### config.mk
export PLATFORM = sky130hd
export DESIGN_NAME = ascan_timing
export DESIGN_NICKNAME = d
export VERILOG_FILES = /design/src/ascan_pkg.sv /design/src/ascan_timing.sv /design/src/ascan_clkdiv.sv
export SDC_FILE = /design/constraint.sdc
export NUM_CORES = 1
export LEC_CHECK = 0
export BUFFER_PORTS_ARGS = -buffer_cell sky130_fd_sc_hd__buf_4
export CELL_PAD_IN_SITES_DETAIL_PLACEMENT = 1
export CELL_PAD_IN_SITES_GLOBAL_PLACEMENT = 1
export CORE_AREA = 2 2 92 94
export CTS_CLUSTER_SIZE = 12
export DETAILED_ROUTE_END_ITERATION = 10
export DIE_AREA = 0 0 94 96
export GPL_TIMING_DRIVEN = 0
export PLACE_DENSITY_LB_ADDON = 0.15
export SLEW_MARGIN = 40
export SYNTH_ARGS = -nofsm -noshare
export SYNTH_HDL_FRONTEND = slang
export SYNTH_SLANG_ARGS = --single-unit
### constraint.sdc
create_clock -name clk_sys_i -period 5.6 [get_ports clk_sys_i]
set_input_delay 0.56 -clock clk_sys_i [delete_from_list [all_inputs] [get_ports clk_sys_i]]
set_output_delay 0.56 -clock clk_sys_i [all_outputs]
set_load 0.01 [all_outputs]
### src/ascan_pkg.sv
package ascan_pkg;

    // ----------------------------------------------------------------
    // Widths
    // ----------------------------------------------------------------
    localparam int CNT_W = 8;
    localparam int TOT_W = 10;
    localparam int DIV_W = 6;
    localparam int CH_W = 2;

    // ----------------------------------------------------------------
    // Clock select and voltage mode codes
    // ----------------------------------------------------------------
    localparam logic [2:0] CKSEL_DIV32 = 3'h0;
    localparam logic [2:0] CKSEL_DIV16 = 3'h1;
    localparam logic [2:0] CKSEL_DIV1 = 3'h5;
    localparam logic [1:0] VMODE_NORMAL = 2'h0;
    localparam logic [1:0] VMODE_LOW1 = 2'h2;

    localparam logic [DIV_W-1:0] RATIO_32 = 6'h20;
    localparam logic [DIV_W-1:0] RATIO_16 = 6'h10;
    localparam logic [DIV_W-1:0] RATIO_1 = 6'h01;

    // ----------------------------------------------------------------
    // Phase lengths in conversion clock cycles
    // ----------------------------------------------------------------
    localparam logic [CNT_W-1:0] START_DLY = 8'h01;
    localparam logic [CNT_W-1:0] STAB_STD = 8'h04;
    localparam logic [CNT_W-1:0] STAB_FAST = 8'h06;
    localparam logic [CNT_W-1:0] CONV_LV_STD = 8'h50;
    localparam logic [CNT_W-1:0] CONV_LV_FAST = 8'h6b;
    localparam logic [CNT_W-1:0] CONV_NM_STD = 8'h40;
    localparam logic [CNT_W-1:0] CONV_NM_FAST = 8'hb5;
    localparam logic [CNT_W-1:0] INT_NOWAIT = 8'h01;
    localparam logic [CNT_W-1:0] INT_WAIT = 8'h04;
    localparam logic [CNT_W-1:0] SEQ_INT_TRIM = 8'h03;
    localparam logic [CH_W-1:0] LAST_CH = 2'h3;
    localparam logic [CNT_W-1:0] CNT_ONE = 8'h01;

    typedef enum logic [3:0] {
        ST_IDLE = 4'h1,
        ST_PRE = 4'h2,
        ST_CONV = 4'h4,
        ST_INT = 4'h8
    } ascan_state_t;

endpackage

### src/ascan_timing.sv
`timescale 1ns/1ps
// How it works
// - Low-voltage 1 clock 000: clk/32, 1-80-1
// - Low-voltage 1 clock 001: clk/16, 1-80-1
// - No-wait total: start plus 4x conv plus int
// - Normal wait 000: clk/32, 4-64-4
// - Normal wait 001: clk/16, 4-64-4
// - Wait total: stab plus 4x conv plus int
// - Sequential mode trims the wait-mode interrupt delay by three
// - Later conversions skip start and stabilization
// - Wait starts at trigger or start bit
// - Start time precedes the first conversion
module ascan_timing (
    input wire logic clk_sys_i,
    input wire logic nrst_i,
    input wire logic low_power_conv_select_i,
    input wire logic conv_clock_div_bit2_i,
    input wire logic conv_clock_div_bit1_i,
    input wire logic conv_clock_div_bit0_i,
    input wire logic voltage_mode_bit1_i,
    input wire logic voltage_mode_bit0_i,
    input wire logic conversion_start_bit_i,
    input wire logic comparator_enable_bit_i,
    input wire logic wait_mode_i,
    input wire logic hw_trigger_mode_i,
    input wire logic hw_trigger_i,
    input wire logic sequential_mode_i,
    output logic conv_clock_tick_o,
    output logic busy_o,
    output logic converting_o,
    output logic [ascan_pkg::CH_W-1:0] channel_o,
    output logic conv_done_o,
    output logic scan_int_o,
    output logic setting_error_o,
    output logic [ascan_pkg::TOT_W-1:0] total_cycles_o
);
    import ascan_pkg::*;
    logic [2:0] cksel;
    logic [1:0] vmode;
    logic legal;
    logic [DIV_W-1:0] ratio;
    logic [CNT_W-1:0] pre_len, conv_len, int_len, int_base;
    logic [CNT_W-1:0] pre_len_r, conv_len_r, int_len_r, cnt_r;
    logic [CH_W-1:0] ch_r;
    logic start_d_r;
    logic tick, phase_end, sw_start, hw_start, go, run, stop;
    ascan_state_t state_r;
    assign cksel = {conv_clock_div_bit2_i, conv_clock_div_bit1_i, conv_clock_div_bit0_i};
    assign vmode = {voltage_mode_bit1_i, voltage_mode_bit0_i};

    // ----------------------------------------------------------------
    // Setting decode
    // ----------------------------------------------------------------
    // Unlisted rows are flagged and refused rather than guessed at
    always_comb
    begin
        legal = 1'b0;
        ratio = RATIO_32;
        if (!low_power_conv_select_i && cksel == CKSEL_DIV32)
        begin
            legal = 1'b1;
            ratio = RATIO_32;
        end
        else if (!low_power_conv_select_i && cksel == CKSEL_DIV16)
        begin
            legal = 1'b1;
            ratio = RATIO_16;
        end
        else if (low_power_conv_select_i && cksel == CKSEL_DIV1)
        begin
            legal = 1'b1;
            ratio = RATIO_1;
        end
        if (vmode != VMODE_NORMAL && vmode != VMODE_LOW1)
        begin
            legal = 1'b0;
        end
    end

    always_comb
    begin
        if (wait_mode_i)
        begin
            pre_len = low_power_conv_select_i ? STAB_FAST : STAB_STD;
            int_base = INT_WAIT;
        end
        else
        begin
            pre_len = START_DLY;
            int_base = INT_NOWAIT;
        end
        if (vmode == VMODE_LOW1)
        begin
            conv_len = low_power_conv_select_i ? CONV_LV_FAST : CONV_LV_STD;
        end
        else
        begin
            conv_len = low_power_conv_select_i ? CONV_NM_FAST : CONV_NM_STD;
        end
        // A one-cycle delay cannot be trimmed further, so it is left whole
        if (sequential_mode_i && int_base > SEQ_INT_TRIM)
        begin
            int_len = int_base - SEQ_INT_TRIM;
        end
        else
        begin
            int_len = int_base;
        end
    end

    assign run = comparator_enable_bit_i && legal;
    ascan_clkdiv #(
        .DIV_W(DIV_W)
    ) u_clkdiv (
        .clk_sys_i(clk_sys_i),
        .nrst_i(nrst_i),
        .run_i(run),
        .ratio_i(ratio),
        .tick_o(tick)
    );
    // ----------------------------------------------------------------
    // Start detection
    // ----------------------------------------------------------------
    always_ff @(posedge clk_sys_i)
    begin
        if (!nrst_i)
        begin
            start_d_r <= 1'b0;
        end
        else
        begin
            start_d_r <= conversion_start_bit_i;
        end
    end

    assign sw_start = !hw_trigger_mode_i && conversion_start_bit_i && !start_d_r;
    assign hw_start = hw_trigger_mode_i && conversion_start_bit_i && hw_trigger_i;
    assign go = run && (sw_start || hw_start);
    assign stop = !conversion_start_bit_i || !run;
    assign phase_end = tick && cnt_r == CNT_ONE;

    // ----------------------------------------------------------------
    // Sequencer
    // ----------------------------------------------------------------
    always_ff @(posedge clk_sys_i)
    begin
        if (!nrst_i)
        begin
            state_r <= ST_IDLE;
            cnt_r <= '0;
            ch_r <= '0;
        end
        else if (state_r != ST_IDLE && stop)
        begin
            state_r <= ST_IDLE;
            cnt_r <= '0;
            ch_r <= '0;
        end
        else
        begin
            unique case (state_r)
                ST_IDLE:
                begin
                    if (go)
                    begin
                        state_r <= ST_PRE;
                        cnt_r <= pre_len;
                        ch_r <= '0;
                    end
                end
                ST_PRE:
                begin
                    if (phase_end)
                    begin
                        state_r <= ST_CONV;
                        cnt_r <= conv_len_r;
                    end
                    else if (tick)
                    begin
                        cnt_r <= cnt_r - CNT_ONE;
                    end
                end
                ST_CONV:
                begin
                    if (phase_end && ch_r == LAST_CH)
                    begin
                        state_r <= ST_INT;
                        cnt_r <= int_len_r;
                    end
                    else if (phase_end)
                    begin
                        ch_r <= ch_r + 2'h1;
                        cnt_r <= conv_len_r;
                    end
                    else if (tick)
                    begin
                        cnt_r <= cnt_r - CNT_ONE;
                    end
                end
                ST_INT:
                begin
                    if (phase_end && sequential_mode_i)
                    begin
                        state_r <= ST_CONV;
                        cnt_r <= conv_len_r;
                        ch_r <= '0;
                    end
                    else if (phase_end)
                    begin
                        state_r <= ST_IDLE;
                        cnt_r <= '0;
                    end
                    else if (tick)
                    begin
                        cnt_r <= cnt_r - CNT_ONE;
                    end
                end
            endcase
        end
    end

    // Lengths are frozen for the scan; settings are meant to be static anyway
    always_ff @(posedge clk_sys_i)
    begin
        if (!nrst_i)
        begin
            pre_len_r <= START_DLY;
            conv_len_r <= CONV_NM_STD;
            int_len_r <= INT_NOWAIT;
        end
        else if (state_r == ST_IDLE && go)
        begin
            pre_len_r <= pre_len;
            conv_len_r <= conv_len;
            int_len_r <= int_len;
        end
    end

    // ----------------------------------------------------------------
    // Outputs
    // ----------------------------------------------------------------
    always_ff @(posedge clk_sys_i)
    begin
        if (!nrst_i)
        begin
            conv_done_o <= 1'b0;
            scan_int_o <= 1'b0;
            setting_error_o <= 1'b0;
            total_cycles_o <= '0;
        end
        else
        begin
            conv_done_o <= !stop && state_r == ST_CONV && phase_end;
            scan_int_o <= !stop && state_r == ST_INT && phase_end;
            setting_error_o <= comparator_enable_bit_i && !legal;
            total_cycles_o <= TOT_W'(pre_len) + TOT_W'({conv_len, 2'h0}) + TOT_W'(int_len);
        end
    end

    assign conv_clock_tick_o = tick;
    assign busy_o = state_r != ST_IDLE;
    assign converting_o = state_r == ST_CONV;
    assign channel_o = ch_r;
endmodule

### src/ascan_clkdiv.sv
`timescale 1ns/1ps
module ascan_clkdiv #(
    parameter int DIV_W = 6
) (
    input wire logic clk_sys_i,
    input wire logic nrst_i,
    input wire logic run_i,
    input wire logic [DIV_W-1:0] ratio_i,
    output logic tick_o
);
    logic [DIV_W-1:0] cnt_r;
    logic wrap;

    // Greater-or-equal so a count left above a new ratio still wraps at once
    assign wrap = (cnt_r >= ratio_i - {{(DIV_W-1){1'b0}}, 1'b1});

    // ----------------------------------------------------------------
    // Prescaler
    // ----------------------------------------------------------------
    // Restarted while stopped so the first tick lands one full period in
    always_ff @(posedge clk_sys_i)
    begin
        if (!nrst_i || !run_i || wrap)
        begin
            cnt_r <= '0;
        end
        else
        begin
            cnt_r <= cnt_r + {{(DIV_W-1){1'b0}}, 1'b1};
        end
    end

    always_ff @(posedge clk_sys_i)
    begin
        if (!nrst_i)
        begin
            tick_o <= 1'b0;
        end
        else
        begin
            tick_o <= run_i && wrap;
        end
    end
endmodule

Word level (Yosys, flattened, before mapping)
Index checks and enable logic that the tools add are counted.
W data, S select, Z words.
Storage, ports and cells
  RAM bits: 0
  memory bits (read-only): 0
  memories: 0
  register bits after elaboration: 51
  output and inout bits: 18
  bits in latches: 0
Cells by class
  muxes and demuxes: 32
  order comparisons: 2
  multiply operators: 0
  shifts and indexed selects: 0
  divide/modulo/power cells: 0
  eq/ne operators: 18
  bitwise gates (word level): 1
  reduce and logical (&&, ||, !) cells: 40
  add/subtract/negate cells: 7
Operator list (number)
  $mux W8: 9
  $pmux W8 S4: 1
  $mux W6: 4
  $logic_and A1 B1 Y1: 22
  $mux W4: 5
  $pmux W4 S4: 1
  $add A10 B8 Y10: 1
  $add A8 B10 Y10: 1
  $mux W2: 5
  $ne A2 B2 Y1 const B: 5
  $eq A8 B1 Y1 const B: 1
  $gt A8 B2 Y1 const B: 1
  $logic_not A1 Y1: 8
  $sub A8 B1 Y8 const B: 1
  $sub A8 B2 Y8 const B: 1
  $add A6 B1 Y6 const B: 1
  $ge A6 B6 Y1: 1
  $mux W3: 2
  $pmux W2 S3: 1
  $sub A6 B1 Y6 const B: 1
  $reduce_and A5 Y1: 1
  $eq A2 B2 Y1 const B: 2
  $eq A4 B1 Y1 const B: 1
  $eq A4 B2 Y1 const B: 1
  16 further kinds: 23

Longest topological paths before layout
Gate-level depths: netlist of the first run.
  word-level depth: 12
  mapped depth: 11

Modules after synthesis
Synthesis of the first run repeated with hierarchy kept, for this count alone.
Second synthesis, totals
  cell total of the unflattened synthesis: 341
  area, all modules: 2842.7 µm²
By module, submodules not included
  ascan_timing: times used 1, cells an instance 289, seq. area each 720.7 µm², area each 2368.5 µm²
  ascan_clkdiv: times used 1, cells an instance 52, seq. area each 140.1 µm², area each 474.2 µm²

Worst setup path before layout of the first run
No wires, ideal clock.
  path type: input -> register
  start: input port low_power_conv_select_i
  end: register total_cycles_o[9] (netlist name)
  cell stages on the path: 10
  buffers on the path: 1
  data arrival time: 2.525 ns
  setup time: 0.124 ns
  setup slack: 2.951 ns
  cells stage by stage: clkbuf_1 -> inv_1 -> ha_1 -> xnor2_1 -> fa_1 -> nor2b_1 -> o21ai_0 -> a21oi_1 -> o221ai_1 -> mux2i_1
Between the ends
  word-level cells in the longest chain between the ends: 4
  elaborated cells between the ends (all ways): 7
  those cells by class: add/sub (2); mux (5)
Ends and longest elaborated chain
  start, declared: line ascan_timing.sv:16  | input wire logic low_power_conv_select_i,
  $mux W2 (tied with other cells): line ascan_timing.sv:84  | pre_len = low_power_conv_select_i ? STAB_FAST : STAB_STD;
  $mux W3 or $mux W8 (tied branches): line ascan_timing.sv:82, ascan_timing.sv:92
  $add A8 B10 Y10 (*): line ascan_timing.sv:256  | total_cycles_o <= TOT_W'(pre_len) + TOT_W'({conv_len, 2'h0}) + TOT_W'(int_len);
  $add A10 B8 Y10 (*): line ascan_timing.sv:256
  end signal, assigned: line ascan_timing.sv:256
  end, declared: line ascan_timing.sv:35  | output logic [ascan_pkg::TOT_W-1:0] total_cycles_o
Every way passes the cells marked *; elsewhere a longest branch is shown, timed or not.
A chain may end at the register's enable or synchronous reset.

Worst setup path after layout of the first run
Same ends and word-level chain as after synthesis.

==> results of run 1 <==
-- worst max-delay path, stage by stage --
cell and delay [ps]:
buf_4 120, clkbuf_1 350, inv_1 160, ha_1 330, xnor2_1 170, fa_1 460
nor2b_1 170, o21ai_0 120, a21oi_1 290, o221ai_1 210, mux2i_1 150
-- state kept, by name, indices dropped and copies added, names as in the netlist --
| signal | cells |
|---|---|
| int_len_r | 3 |
| state_r | 4 |
| setting_error_o | 1 |
| channel_o | 2 |
| start_d_r | 1 |
| conv_len_r | 5 |
| u_clkdiv.tick_o | 1 |
| u_clkdiv.cnt_r | 6 |
| scan_int_o | 1 |
| cnt_r | 8 |
| conv_done_o | 1 |
| total_cycles_o | 10 |
-- metrics by stage --
stage          utilization [%]  instances  total power (uW)  hold slack (ps)
2_1_floorplan                -        329               479              430
3_3_place_gp              38.6        465               548              448
3_5_place_dp              38.7        465               553              464
4_1_cts                   39.8        473               758              486
5_1_grt                   39.9        474               798              500
6_report                  39.9        474               747              478
-- kinds of logic after synthesis --
logic type / count (synthesis) / share of synthesized area, %
AND/OR/NAND/NOR: 120 / 24.1
AO/OA/AOI/OAI: 77 / 18.6
flip-flops: 43 / 31.5
buffers and inverters: 34 / 5.36
adder cells (fa/ha/maj): 26 / 12.2
multiplexers: 12 / 4.44
XOR/XNOR: 11 / 3.53
other: 2 / 0.275
-- cell type report --
class / instances / area (um^2) / share of cell area [%]
clock inverter: 1 / 5.00 / 0.156
inverter: 19 / 71.3 / 2.22
multi-input combinational: 252 / 1760 / 54.7
clock buffer: 7 / 76.3 / 2.37
timing repair buffer: 32 / 238 / 7.40
buffer: 15 / 75.1 / 2.34
tap: 105 / 131 / 4.09
sequential: 43 / 861 / 26.8
-- power by group through the flow --
stage          Sequential (uW)  Clock (uW)  Combinational, uW
3_5_place_dp               344           0                209
5_1_grt                    340         223                234
2_1_floorplan              345           0                134
6_report                   337         201                209
3_3_place_gp               343           0                205
4_1_cts                    337         210                210
-- synthesized netlist by cell type, types with 2 or more instances --
| master | number | share of area [%] |
|---|---|---|
| a21oi_1 | 18 | 3.3 |
| o31a_1 | 2 | 0.64 |
| o21ai_0 | 18 | 3.3 |
| o41ai_1 | 3 | 0.96 |
| nand2b_1 | 10 | 2.3 |
| nand4b_1 | 2 | 0.64 |
| a21boi_0 | 2 | 0.55 |
| xnor2_1 | 7 | 2.2 |
| dfxtp_1 | 43 | 32 |
| or4_1 | 3 | 0.82 |
| buf_6 | 2 | 0.82 |
| ha_1 | 25 | 11 |
| nand3_1 | 4 | 0.73 |
| o21a_1 | 4 | 1.1 |
| o211ai_1 | 5 | 1.4 |
| a211oi_1 | 4 | 1.1 |
| inv_1 | 18 | 2.5 |
| nor2_1 | 36 | 4.9 |
| a31oi_1 | 3 | 0.69 |
| nor2b_1 | 6 | 1.4 |
| and2_1 | 3 | 0.69 |
| xor2_1 | 4 | 1.3 |
| a311oi_1 | 2 | 0.64 |
| buf_2 | 3 | 0.55 |
| nor3b_1 | 2 | 0.55 |
| mux2i_1 | 11 | 4.0 |
| and3_1 | 5 | 1.1 |
| nor4b_2 | 2 | 1.1 |
| nor3_1 | 4 | 0.73 |
| conb_1 | 2 | 0.27 |
| nor3_4 | 2 | 1.2 |
| or3_1 | 3 | 0.69 |
| clkbuf_1 | 10 | 1.4 |
| o31ai_1 | 5 | 1.4 |
| nand2_1 | 29 | 4.0 |
| nand3b_1 | 2 | 0.55 |
-- layer usage --
metal	global-route usage [%]	part of all wire, %	vias up
met5	0	0	-
met3	3.05	3.2	6
met1	23.1	48	1195
met2	30.8	48	40
li1	-	-	1236
met4	3.86	0.92	0
-- placed cells by master (no fill, tap or decap), types with 6 or more instances in the layout --
cell type / Yosys / final
nor2b_1: 6 / 6
xnor2_1: 7 / 7
nand2b_1: 10 / 10
ha_1: 25 / 25
a21oi_1: 18 / 18
inv_1: 18 / 18
nor2_1: 36 / 36
o21ai_0: 18 / 18
conb_1: 2 / 6
mux2i_1: 11 / 11
buf_4: 0 / 31
clkbuf_1: 10 / 12
nand2_1: 29 / 29
dfxtp_1: 43 / 43
-- worst paths after layout --
path	to	slack, ps	cells past startpoint
setup / recovery	total_cycles_o[9]	2690	11
hold / removal	u_clkdiv.cnt_r[0]	480	1
setup reg to reg	cnt_r[7]	2970	8
hold reg to reg	u_clkdiv.cnt_r[0]	480	1
==> results.tsv, run 1 <==
stage	metric	value	unit
cells_and_area	Layout area overhead	17.7	%
global_route	initial antenna violation count	0	
worst_hold_path	Hold WC Path Type	flip-flop to flip-flop	
critical_path	worst endpoint required time	5790	ps
power_and_ir_drop	Power per Cell Area	232	nW/um^2
power_and_ir_drop	combinational share of power	27.9	%
cts	CTS root buf	clkbuf_8	
global_route	grt total ovfl	0	
die	initial cell density of the core	33.9	%
run_status	status	complete, no violations	
sta	Tcrit/Tclk final	52.0	%
cts	CTS max path bufs	2	
sta	Tmin final	2910	ps
detailed_routing	vias	2477	
power_and_ir_drop	Peak supply drop	0.0999	mV
sta	setup TNS	0	ps
detailed_routing	detailed-route wire length per cell	15.7	um
cts	TritonCTS clock tree	done	
cts	CTS resizes	0	
run	Max Cap Violations	0	
power_and_ir_drop	Psw	249	uW
synthesis	Async S/R FF share, synth	0	%
cells_and_area	Design Area, Final	3210	um^2
die	Core Box Area	8050	um^2
synthesis	Main synth FF type	dfxtp_1	
critical_path	Data arrival, critical path	3100	ps
synthesis	fraction of the yosys area taken by sequential cells	31.5	%
cts	CTS Sinks	43	
power_and_ir_drop	Clock power frac	26.9	%
die	Die H	96	um
sta	worst relative slew slack	61.3	%
power_and_ir_drop	LEAKAGE	0.00141	uW
synthesis	number of synthesized register bits	43	
synthesis	Syn Std Cell Area	2730	um^2
cts	worst-skew pair later-pin latency	300	ps
die	Die Wd	94	um
worst_hold_path	min-delay src	u_clkdiv.cnt_r[0]	
sta	Final setup viols	0	
sta	Final WS setup	2690	ps
sta	FMAX	344	MHz
cts	htree depth	2	
critical_path	Worst Setup SP	low_power_conv_select_i	
placement	Port Buffers	31	
power_and_ir_drop	switch share	33.3	%
power_and_ir_drop	part of the power in registers	45.1	%
placement	Placement Setup Slack	2340	ps
die	I/O pin cnt	32	
cells_and_area	share of layout cells above drive strength 1	14.4	%
placement	DP Area	3120	um^2
cells_and_area	nets	408	
global_route	total track usage	17.7	%
cts	CTS buffer count	5	
die	num rows	33	
critical_path	Worst setup SP type	input pin	
detailed_routing	Initial DRT Pass Iterations	4	
sta	clock skew	4.93	ps
critical_path	worst r2r src	cnt_r[0]	
synthesis	Post-synth EDFFs	0	
cells_and_area	Fillers	1023	
cts	Clk pin slew, worst setup/hold paths	90	ps
sta	RSZ-0062 raised after global routing	no	
cells_and_area	ant diodes	0	
cts	hold_buf cts	0	
cts	Setup Fix Bufs, Post-CTS	0	
synthesis	Mapped Cells	325	
synthesis	Avg Inst Size Synth	8.40	um^2
sta	Final Slew Violations	0	
placement	GPL Wtd Cong	0.813	
sta	Worst Max-Slew Pin Slew	581	ps
detailed_routing	ANT nets after route	0	
detailed_routing	Iteration-0 DRC Markers	51	
critical_path	crit-path max FO	9	
detailed_routing	Via-to-Cell Ratio	5.23	
synthesis	Netlist cell types	57	
synthesis	Yosys warning count	0	
die	die area	9020	um^2
sta	Final Hold Viols	0	
power_and_ir_drop	Internal Power	498	uW
global_route	vias in the first global route	2534	
global_route	global-route wire length before repair	12600	um
detailed_routing	Final Routed Wirelength	7430	um
placement	HPWL Detailed	5650	um
global_route	pin count of the biggest net entering global routing	13	
critical_path	Crit. End Element	flip-flop	
critical_path	crit path kind	input pin to flip-flop	
detailed_routing	DRC Markers	0	
(Power assumes the default switching activity.)
==> inputs of run 2 (changes only) <==
clock period = 2.6 ns   (was 5.6 ns; I/O delays follow)
==> run 2 against run 1 <==
Compared with the run above:
- sequential cell count did not move
- sequential share of layout area decreased by 0.16 points
- die area unchanged
- final cell count is 0.42% higher
- register-to-register slack worse by 2800 ps
- clock skew hardly changed
- sequential power up 120%
- setup slack got worse by 2600 ps
- global-route usage hardly changed
- largest cell class unchanged
==> results.tsv, run 2 (synthesis results as in run 1) <==
stage	metric	value	unit	change
detailed_routing	Final Routed Wirelength	7460	um	+0.44%
die	Die Wd	94	um	unchanged
cells_and_area	most frequent cells in the layout	42 x dfxtp_1, 36 x nor2_1, 35 x buf_4, 29 x nand2_1, 25 x ha_1		
detailed_routing	Via-to-Cell Ratio	5.22		-0.18%
cells_and_area	ant diodes	0		unchanged
global_route	vias in the first global route	2534		unchanged
placement	Port Buffers	31		unchanged
global_route	grt total ovfl	0		unchanged
power_and_ir_drop	Power, Total	1610	uW	+120%
sta	clock skew	4.94	ps	+0.00469 ps
critical_path	Worst setup SP type	flip-flop		
power_and_ir_drop	Power per Cell Area	497	nW/um^2	+110%
detailed_routing	ANT nets after route	0		unchanged
sta	Final Slew Violations	0		unchanged
critical_path	crit path kind	flip-flop to flip-flop		
cts	hold_buf cts	0		unchanged
detailed_routing	Iteration-0 DRC Markers	55		+7.8%
detailed_routing	vias	2483		+0.24%
sta	Tmin final	2460	ps	
global_route	total track usage	17.7	%	-0.050 points
cts	CTS buffer count	5		unchanged
cts	htree depth	2		unchanged
cells_and_area	most flop-heavy register	total_cycles_o		
cts	TritonCTS clock tree	done		
critical_path	Data arrival, critical path	2630	ps	-470 ps
sta	worst relative slew slack	61.7	%	+0.48 points
worst_hold_path	Hold WC Path Type	input pin to flip-flop		
sta	FMAX	406	MHz	
global_route	initial antenna violation count	0		unchanged
die	I/O pin cnt	32		unchanged
cells_and_area	commonest non-fill, non-tap cell in the layout	dfxtp_1		
global_route	met2 GRT Util	30.8	%	unchanged
cts	worst-skew pair later-pin latency	300	ps	about the same
detailed_routing	Initial DRT Pass Iterations	4		unchanged
global_route	routing usage on met1	23.0	%	-0.14 points
cts	CTS Sinks	43		unchanged
cts	Clk pin slew, worst setup/hold paths	90	ps	about the same
die	num rows	33		unchanged
sta	Worst Max-Slew Pin Slew	571	ps	-9.62 ps
critical_path	worst endpoint required time	2760	ps	-3030 ps
cells_and_area	nets	410		+0.49%
cells_and_area	final core utilization	40.2	%	+0.30 points
cells_and_area	share of layout cells above drive strength 1	15.6	%	+1.3 points
cts	CTS max path bufs	2		unchanged
sta	Final Hold Viols	0		unchanged
critical_path	crit-path max FO	10		+1
cells_and_area	max reg flops	10		unchanged
cells_and_area	Layout area overhead	18.6	%	
global_route	global-route wire length before repair	12500	um	-0.27%
detailed_routing	detailed-route wire length per cell	15.7	um	about the same
global_route	GRT busiest layer	met2		
detailed_routing	DRC Markers	0		unchanged
placement	HPWL Detailed	5650	um	unchanged
die	Die H	96	um	unchanged
sta	Final setup viols	0		unchanged
critical_path	Crit. End Element	flip-flop		
power_and_ir_drop	LEAKAGE	0.00143	uW	+1.4%
cells_and_area	biggest regs	total_cycles_o (10), cnt_r (8), u_clkdiv.cnt_r (6)		
die	initial cell density of the core	33.9	%	unchanged
sta	Tcrit/Tclk final	94.8	%	
cts	CTS root buf	clkbuf_8		
global_route	pin count of the biggest net entering global routing	14		+1
power_and_ir_drop	Peak supply drop	0.215	mV	+120%
run	Max Cap Violations	0		unchanged
sta	worst hold slack	201	ps	-277 ps
global_route	met3 GRT Util	3.05	%	unchanged
die	Core Box Area	8050	um^2	unchanged
run_status	status	complete, no violations		
placement	GPL Wtd Cong	0.813		unchanged
die	die area	9020	um^2	unchanged
run 2: final timing paths:
kind                                             start                end  slack (ps)  cells past startpoint
worst max-delay path                          cnt_r[1]           cnt_r[7]         140                      8
worst min-delay path            conversion_start_bit_i          start_d_r         200                      2
worst max register to register                cnt_r[1]           cnt_r[7]         140                      8
worst min register to register       u_clkdiv.cnt_r[0]  u_clkdiv.cnt_r[0]         480                      1
run 2: per-layer routing:
layer | vias up | part of all wire [%]
met5 | - | 0
met4 | 0 | 0.87
met3 | 5 | 3.2
met2 | 32 | 48
met1 | 1206 | 47
li1 | 1240 | -
run 2: metrics by stage:
step / area [um^2] / setup TNS [ps] / worst slack [ps] / cells
3_5_place_dp: 3120 / -1070 / -362 / 465
3_3_place_gp: 3110 / -912 / -335 / 465
6_report: 3240 / 0 / 135 / 476
4_1_cts: 3200 / 0 / 29.0 / 472
5_1_grt: 3240 / -12.6 / -12.6 / 476
2_1_floorplan: 2750 / 0 / 251 / 329
run 2: layout make-up:
cell class	count	area (um^2)
plain buffers	13	67.6
clock buffers	7	76.3
clock inverters	1	5.00
fillers	1025	4810
inverters	19	71.3
multi-input cells	252	1760
flip-flops and latches	43	862
well taps	105	131
repair buffers	36	268
run 2: critical path, cell delays in order (launching register included):
cell and delay (ps):
dfxtp_1 380, inv_1 100, ha_1 180, or3b_2 580, or3_1 330, buf_2 180
buf_6 150, o311ai_1 300, a21oi_1 120
run 2: power breakdown:
group	leakage (uW)	total [uW]	internal [uW]	switching [uW]
clock	0.0000422	434	189	245
combinational	0.00104	448	188	260
sequential	0.000351	728	696	31.3
total	0.00143	1610	1070	536
run 2: repair_timing:
| action | 4_1_cts | 5_1_grt |
|---|---|---|
| pin swaps | 0 | 1 |
| setup buffers | 0 | 4 |
| endpoints found under the setup margin | 3 | 8 |
| resized for setup | 1 | 0 |
